--- src/core/sccc_defines.svh ---
// Offsets, field positions, reset values and divide factors of the strap configuration block.
`ifndef SCCC_DEFINES_SVH
`define SCCC_DEFINES_SVH

`define SCCC_ADDR_W 4
`define SCCC_DATA_W 32
`define SCCC_CCR_OFFSET 4'h0
`define SCCC_STATUS_OFFSET 4'h4

`define SCCC_L2_CFG_LSB 0
`define SCCC_L2_CFG_MSB 2
`define SCCC_ST_STRAP_LSB 0
`define SCCC_ST_RANGE_LSB 3
`define SCCC_ST_IODIV_BIT 5
`define SCCC_ST_GFXDIV_LSB 6
`define SCCC_ST_IOFACT_LSB 9
`define SCCC_ST_PRESENT_BIT 12
`define SCCC_ST_BANKS_LSB 13
`define SCCC_ST_SIZE_LSB 16

`define SCCC_CCR_RESET 3'h0
`define SCCC_SYNC_W 6

`define SCCC_IO_DIV_HIGH 3'h4
`define SCCC_IO_DIV_LOW 3'h6
`define SCCC_GFX_DIV_00 3'h2
`define SCCC_GFX_DIV_01 3'h3
`define SCCC_GFX_DIV_10 3'h4
`define SCCC_GFX_DIV_11 3'h5

`endif

--- src/core/sccc_pkg.sv ---
// Types shared by the strap configuration block.
package sccc_pkg;
    typedef logic [2:0] sccc_l2_cfg_t;
    typedef logic [2:0] sccc_factor_t;
    typedef enum logic [2:0] {
        SCCC_L2_NONE,
        SCCC_L2_1X256K,
        SCCC_L2_2X256K,
        SCCC_L2_4X256K,
        SCCC_L2_1X512K,
        SCCC_L2_2X512K,
        SCCC_L2_1X1M,
        SCCC_L2_UNDEF
    } sccc_l2_layout_t;
endpackage : sccc_pkg

--- src/core/sccc_clk_div.sv ---
// Integer clock divider driven by an advance strobe on the reference clock.
`timescale 1ns/1ps
module sccc_clk_div
    import sccc_pkg::*;
(
    input wire logic ref_clk,
    input wire logic rst_n,
    input wire logic advance,
    input wire sccc_factor_t divisor,
    output logic tick,
    output logic clk_out
);
    logic [2:0] count;
    logic [2:0] next_count;
    logic wrap;

    // Odd factors give a short high phase; the duty cycle is not balanced.
    assign wrap = (count == 3'(divisor - 3'h1));
    assign tick = advance & wrap;
    assign next_count = wrap ? 3'h0 : 3'(count + 3'h1);

    always_ff @(posedge ref_clk) begin
        if (!rst_n) begin
            count <= 3'h0;
        end else if (advance) begin
            count <= next_count;
        end
    end

    always_ff @(posedge ref_clk) begin
        if (!rst_n) begin
            clk_out <= 1'b0;
        end else if (advance) begin
            clk_out <= (next_count < (divisor >> 1));
        end
    end
endmodule : sccc_clk_div

--- src/core/sccc_strap_config.sv ---
// Strap sampling, clock dividers and cpu configuration register of the strap block.
//
// How it works
// - Graphics bus clock is I/O clock divided by 2, 3, 4 or 5 per range pins.
// - While reset is held, the three cache straps load the configuration field.
// - After reset, software writes to the configuration register replace the strapped field.
// - Strap n lands in field bit n, for n from 0 to 2.
// - Field decodes to cache absent, or bank count and total size per encoding.
// - I/O clock is the fast clock divided by 4 with strap high, else 6.
//
// Added by the designer: the address map and the Avalon-MM interface to the registers.
`timescale 1ns/1ps
`include "sccc_defines.svh"
module sccc_strap_config
    import sccc_pkg::*;
(
    input wire logic ref_clk,
    input wire logic rst_n,
    input wire logic [1:0] divider_range_pins,
    input wire logic io_divide_select_pin,
    input wire logic [2:0] l2_config_straps,
    input wire logic [`SCCC_ADDR_W-1:0] avs_address,
    input wire logic avs_read,
    input wire logic avs_write,
    input wire logic [`SCCC_DATA_W-1:0] avs_writedata,
    input wire logic [3:0] avs_byteenable,
    output logic [`SCCC_DATA_W-1:0] avs_readdata,
    output logic avs_waitrequest,
    output logic io_clock,
    output logic graphics_bus_clock,
    output logic l2_enable,
    output logic [2:0] l2_bank_count,
    output logic [3:0] l2_size_units
);
    logic [`SCCC_SYNC_W-1:0] sync_1;
    logic [`SCCC_SYNC_W-1:0] sync_2;
    logic [`SCCC_SYNC_W-1:0] sync_3;
    logic [`SCCC_SYNC_W-1:0] strap_level;
    logic [1:0] bus_divider_range_strap;
    logic io_divider_strap;
    logic [2:0] strap_l2_latched;
    sccc_l2_cfg_t l2_config_field;
    sccc_factor_t io_factor;
    sccc_factor_t gfx_factor;
    sccc_l2_layout_t layout;
    logic io_tick;
    logic gfx_tick;
    logic bus_req;
    logic bus_ack;
    logic ccr_hit;
    logic status_hit;
    logic [`SCCC_DATA_W-1:0] cpu_configuration_register;
    logic [`SCCC_DATA_W-1:0] status_word;

    // The pin chain carries no reset so that it keeps sampling the straps while reset is held.
    always_ff @(posedge ref_clk) begin
        sync_1 <= {io_divide_select_pin, divider_range_pins, l2_config_straps};
        sync_2 <= sync_1;
        sync_3 <= sync_2;
    end

    // A level counts only once the second and third stage agree.
    always_ff @(posedge ref_clk) begin
        if (sync_2 == sync_3) begin
            strap_level <= sync_3;
        end
    end

    // Clock straps are frozen at reset so the dividers never change ratio in operation.
    always_ff @(posedge ref_clk) begin
        if (!rst_n) begin
            io_divider_strap <= strap_level[5];
            bus_divider_range_strap <= strap_level[4:3];
            strap_l2_latched <= strap_level[2:0];
        end
    end

    always_comb begin
        io_factor = io_divider_strap ? `SCCC_IO_DIV_HIGH : `SCCC_IO_DIV_LOW;
    end

    always_comb begin
        case (bus_divider_range_strap)
            2'h0: gfx_factor = `SCCC_GFX_DIV_00;
            2'h1: gfx_factor = `SCCC_GFX_DIV_01;
            2'h2: gfx_factor = `SCCC_GFX_DIV_10;
            2'h3: gfx_factor = `SCCC_GFX_DIV_11;
            default: gfx_factor = `SCCC_GFX_DIV_00;
        endcase
    end

    // The reference clock stands in for the fast clock; both outputs are registered waveforms.
    sccc_clk_div io_div (
        .ref_clk(ref_clk),
        .rst_n(rst_n),
        .advance(1'b1),
        .divisor(io_factor),
        .tick(io_tick),
        .clk_out(io_clock)
    );

    sccc_clk_div gfx_div (
        .ref_clk(ref_clk),
        .rst_n(rst_n),
        .advance(io_tick),
        .divisor(gfx_factor),
        .tick(gfx_tick),
        .clk_out(graphics_bus_clock)
    );

    assign bus_req = avs_read | avs_write;
    assign avs_waitrequest = bus_req & ~bus_ack;
    assign ccr_hit = (avs_address[3:2] == 2'(`SCCC_CCR_OFFSET >> 2));
    assign status_hit = (avs_address[3:2] == 2'(`SCCC_STATUS_OFFSET >> 2));

    // Every access is answered one cycle after it is raised.
    always_ff @(posedge ref_clk) begin
        if (!rst_n) begin
            bus_ack <= 1'b0;
        end else begin
            bus_ack <= bus_req & ~bus_ack;
        end
    end

    // A write lands only on the edge that ends its wait, never while the master still waits.
    always_ff @(posedge ref_clk) begin
        if (!rst_n) begin
            l2_config_field <= strap_level[2:0];
        end else if (avs_write && bus_ack && ccr_hit && avs_byteenable[0]) begin
            l2_config_field <= avs_writedata[`SCCC_L2_CFG_MSB:`SCCC_L2_CFG_LSB];
        end
    end

    always_comb begin
        cpu_configuration_register = 32'h0000_0000;
        cpu_configuration_register[`SCCC_L2_CFG_MSB:`SCCC_L2_CFG_LSB] = l2_config_field;
    end

    always_comb begin
        status_word = 32'h0000_0000;
        status_word[`SCCC_ST_STRAP_LSB +: 3] = strap_l2_latched;
        status_word[`SCCC_ST_RANGE_LSB +: 2] = bus_divider_range_strap;
        status_word[`SCCC_ST_IODIV_BIT] = io_divider_strap;
        status_word[`SCCC_ST_GFXDIV_LSB +: 3] = gfx_factor;
        status_word[`SCCC_ST_IOFACT_LSB +: 3] = io_factor;
        status_word[`SCCC_ST_PRESENT_BIT] = l2_enable;
        status_word[`SCCC_ST_BANKS_LSB +: 3] = l2_bank_count;
        status_word[`SCCC_ST_SIZE_LSB +: 4] = l2_size_units;
    end

    // Unmapped addresses read as zero and ignore writes.
    always_ff @(posedge ref_clk) begin
        if (!rst_n) begin
            avs_readdata <= 32'h0000_0000;
        end else if (avs_read && !bus_ack) begin
            if (ccr_hit) begin
                avs_readdata <= cpu_configuration_register;
            end else if (status_hit) begin
                avs_readdata <= status_word;
            end else begin
                avs_readdata <= 32'h0000_0000;
            end
        end
    end

    always_comb begin
        case (l2_config_field)
            3'h0: layout = SCCC_L2_NONE;
            3'h1: layout = SCCC_L2_1X256K;
            3'h2: layout = SCCC_L2_2X256K;
            3'h3: layout = SCCC_L2_4X256K;
            3'h4: layout = SCCC_L2_1X512K;
            3'h5: layout = SCCC_L2_2X512K;
            3'h6: layout = SCCC_L2_1X1M;
            default: layout = SCCC_L2_UNDEF;
        endcase
    end

    // Sizes are in units of 256 KB; the undefined code disables the cache entirely.
    always_ff @(posedge ref_clk) begin
        if (!rst_n) begin
            l2_enable <= 1'b0;
            l2_bank_count <= 3'h0;
            l2_size_units <= 4'h0;
        end else begin
            case (layout)
                SCCC_L2_1X256K: begin
                    l2_enable <= 1'b1;
                    l2_bank_count <= 3'h1;
                    l2_size_units <= 4'h1;
                end
                SCCC_L2_2X256K: begin
                    l2_enable <= 1'b1;
                    l2_bank_count <= 3'h2;
                    l2_size_units <= 4'h2;
                end
                SCCC_L2_4X256K: begin
                    l2_enable <= 1'b1;
                    l2_bank_count <= 3'h4;
                    l2_size_units <= 4'h4;
                end
                SCCC_L2_1X512K: begin
                    l2_enable <= 1'b1;
                    l2_bank_count <= 3'h1;
                    l2_size_units <= 4'h2;
                end
                SCCC_L2_2X512K: begin
                    l2_enable <= 1'b1;
                    l2_bank_count <= 3'h2;
                    l2_size_units <= 4'h4;
                end
                SCCC_L2_1X1M: begin
                    l2_enable <= 1'b1;
                    l2_bank_count <= 3'h1;
                    l2_size_units <= 4'h4;
                end
                default: begin
                    l2_enable <= 1'b0;
                    l2_bank_count <= 3'h0;
                    l2_size_units <= 4'h0;
                end
            endcase
        end
    end

    // Helper counters measure divider periods for the checks below.
    logic [3:0] io_gap;
    logic io_seen;
    logic [3:0] gfx_gap;
    logic gfx_seen;

    always_ff @(posedge ref_clk) begin
        if (!rst_n) begin
            io_gap <= 4'h0;
            io_seen <= 1'b0;
        end else begin
            io_gap <= io_tick ? 4'h1 : 4'(io_gap + 4'h1);
            io_seen <= io_seen | io_tick;
        end
    end

    always_ff @(posedge ref_clk) begin
        if (!rst_n) begin
            gfx_gap <= 4'h0;
            gfx_seen <= 1'b0;
        end else if (io_tick) begin
            gfx_gap <= gfx_tick ? 4'h1 : 4'(gfx_gap + 4'h1);
            gfx_seen <= gfx_seen | gfx_tick;
        end
    end
endmodule : sccc_strap_config

--- config.mk ---
export PLATFORM = sky130hd
export DESIGN_NAME = sccc_strap_config
export DESIGN_NICKNAME = d
export VERILOG_FILES = /design/src/core/sccc_pkg.sv /design/src/core/sccc_clk_div.sv /design/src/core/sccc_strap_config.sv
export VERILOG_INCLUDE_DIRS = /design/src /design/src/core
export SDC_FILE = /design/constraint.sdc
export NUM_CORES = 1
export LEC_CHECK = 0
export ABC_CLOCK_PERIOD_IN_PS = 2100
export BUFFER_PORTS_ARGS = -buffer_cell sky130_fd_sc_hd__buf_2
export CAP_MARGIN = 20
export CORE_MARGIN = 4
export CORE_UTILIZATION = 45
export CTS_CLUSTER_DIAMETER = 30
export CTS_CLUSTER_SIZE = 25
export DETAILED_ROUTE_END_ITERATION = 8
export PLACE_DENSITY_LB_ADDON = 0.1
export SYNTH_ARGS = -nofsm -noshare
export SYNTH_HDL_FRONTEND = slang
export SYNTH_HIERARCHICAL = 1
export SYNTH_SLANG_ARGS = --single-unit
--- constraint.sdc ---
create_clock -name ref_clk -period 2.1 [get_ports ref_clk]
set_input_delay 0.315 -clock ref_clk [delete_from_list [all_inputs] [get_ports ref_clk]]
set_output_delay 0.315 -clock ref_clk [all_outputs]
set_load 0.02 [all_outputs]
==> run metrics <==
Clock transition at path regs=0.07 ns; Max transition margin=50.7%; grt ovf=0; status=finished, final reports clean; critical path class=flip-flop to flip-flop; sequence of cells on the critical path=inv_2 -> inv_2 -> ha_4 -> xor2_4 -> nand2_2 -> o21a_1 -> ha_4 -> nand2b_4 -> a41oi_2 -> o41ai_2 -> o311a_1; average cell area after synthesis=11.4 µm²; Tightest Pin Transition=0.740 ns; vias in the first global route=1,737; Final Hold Fails=0; Finished Cell Area=3370 µm²; Final setup viols=0; Num CTS Buffers=9; CTS root buffer=clkbuf_8; Worst Hold Launch=l2_config_straps[0]; Cell Rows=27; startpoint types=flip-flop; final core utilization=59.4%; hold path depth=1; sw frac=24.2%; DP Area=3040 µm²; insertion delay of the later-clocked pin in the worst-skew pair=0.33 ns; DR vias/cell=4.71; Clock Skew=0.00516 ns; RR Startpoint=bus_divider_range_strap[1]; Crit Path Max Fanout=2; Detailed Place HPWL=3300 µm; Crit path required time=2.32 ns; Sequential Power Share=49.4%; # clock sinks=67; pin count of the biggest net entering global routing=22; final wirelength=4720 µm; Worst Reg-to-Reg Cells=11; GRT busiest layer=met2; Synth Instances=238; Final ANT Viol Nets=0; DR WL/cell=12.3 µm; Total Nets Final=363; R2R setup slack=0.06 ns; Cell Int Power=2.14 mW; Initial Util=47.6%; routing usage on met1=16.7%; core area=5680 µm²; n_diodes=0; Max Cap Viol=0; maximum VDD drop=0.588 mV; Final period util=97.3%; initial antenna violation count=0; DR vias=1,809; Leak Pwr=1.48 nW; CTS tree=done; hold_buf cts=0; First-pass DRT Iterations=4; GRT Util Overall=13.7%; top-level I/O count=93; H-tree lvl count=3; CP max-delay cell=edfxtp_1; Clock Path Buffers=2; met2 GRT Util=22.1%; yosys warns=6; DRC errors left=0; gpl congestion=0.785; Starting DRT DRC Count=81; RSZ-0062 raised after global routing=yes; Largest stage delay, worst path=0.41 ns; Clk pwr share=40.2%; setup slack after layout=0.0577 ns; Switch Pwr=686 µW; Max Slew Vio Count=0; fmax=490 MHz; Die Area=7310 µm²; reg-to-reg endpoint=gfx_div/clk_out; first-pass GRT wire length=7860 µm; Pwr Density=839 nW/µm²; crit path DAT=2.27 ns; CP Capture Type=flip-flop; DP Worst Slack=-0.0473 ns; Die H=85.5 µm; Mapped Area=2700 µm²; Die Span X=85.5 µm; Pwr Total=2.83 mW; Worst Hold Endpoint=sync_1[0]; combinational fraction of design power=10.4%; Port-buffer cells=43; GR Util met3=3.36%; Worst Hold Class=primary input to flip-flop; share of layout cells above drive strength 1=34.6%; area grow syn2layout=24.7%; final worst path period need=2.04 ns; Setup TNS Final=0 ns
-- worst max-delay path: cells and delay by family (launching register included) --
| family | cells | cell delay (ns) |
|---|---|---|
| flops | 1 | 0.41 |
| compound gates | 4 | 0.57 |
| fa+ha+maj | 2 | 0.56 |
| xor+xnor | 1 | 0.16 |
| simple gates | 2 | 0.12 |
| buf+inv | 2 | 0.12 |
-- metrics by stage --
stage | std cells | hold WS (ns)
after floorplan | 261 | 0.310
after CTS | 383 | 0.0617
after global routing | 384 | 0.0559
after global placement | 365 | 0.310
final | 384 | 0.0785
after detailed placement | 365 | 0.313
-- cell type report --
| class | instances | area (µm²) |
|---|---|---|
| Clock buffer | 11 | 163 |
| Clock inverter | 5 | 58.8 |
| Fill cell | 474 | 2300 |
| Inverter | 15 | 56.3 |
| Multi-Input combinational cell | 154 | 1170 |
| Sequential cell | 67 | 1490 |
| Tap cell | 72 | 90.1 |
| Timing Repair Buffer | 60 | 343 |
-- timing repair --
item,4_1_cts,5_1_grt
endpoints found under the setup margin,2,3
buffers inserted,2,1
pin swaps,1,7
gates resized for setup,4,9
-- worst max path at each step --
stage / slack [ns] / endpoint / cells past startpoint / start
floorplan: 0.006 / gfx_div/clk_out / 11 / bus_divider_range_strap[1]
global placement: -0.03 / gfx_div/clk_out / 11 / bus_divider_range_strap[1]
detailed placement: -0.05 / gfx_div/clk_out / 11 / bus_divider_range_strap[1]
CTS: 0.002 / io_div/clk_out / 11 / io_divider_strap
global route: -0.06 / gfx_div/clk_out / 11 / bus_divider_range_strap[1]
finish: 0.06 / gfx_div/clk_out / 11 / bus_divider_range_strap[1]
-- metal layers --
layer  vias to the layer above  routed length, µm
met5                         -                  0
li1                        923                  -
met3                         9                293
met1                       828               2060
met4                         0                108
met2                        49               2250
-- cell usage in the layout (no fill, tap or decap), types with 4 or more instances in the layout --
cell / count
buf_4: 17
mux2_2: 6
conb_1: 25
xnor2_1: 7
dfxtp_1: 52
buf_2: 43
edfxtp_1: 15
inv_2: 5
nor2_1: 22
nand2_1: 11
a21boi_1: 4
xor2_2: 4
nor3_1: 5
xor2_1: 4
inv_1: 10
clkbuf_8: 10
a21oi_1: 7
a22oi_1: 12
ha_4: 4
-- power by group through the flow --
| stage | Sequential, mW | Clock [mW] | Combinational, mW |
|---|---|---|---|
| 6_report | 1.40 | 1.14 | 0.295 |
| 5_1_grt | 1.40 | 1.23 | 0.326 |
| 4_1_cts | 1.40 | 1.18 | 0.279 |
| 3_5_place_dp | 1.43 | 0 | 0.272 |
| 3_3_place_gp | 1.42 | 0 | 0.269 |
| 2_1_floorplan | 1.43 | 0 | 0.203 |
-- flip-flops by register name (all words and copies together), names as in the netlist --
register	flops
avs_readdata	18
bus_ack	1
bus_divider_range_strap	2
gfx_div/clk_out	1
gfx_div/count	3
io_div/clk_out	1
io_div/count	3
io_divider_strap	1
l2_bank_count	3
l2_config_field	3
l2_enable	1
l2_size_units	3
strap_l2_latched	3
strap_level	6
sync_1	6
sync_2	6
sync_3	6
(Power assumes the default switching activity.)
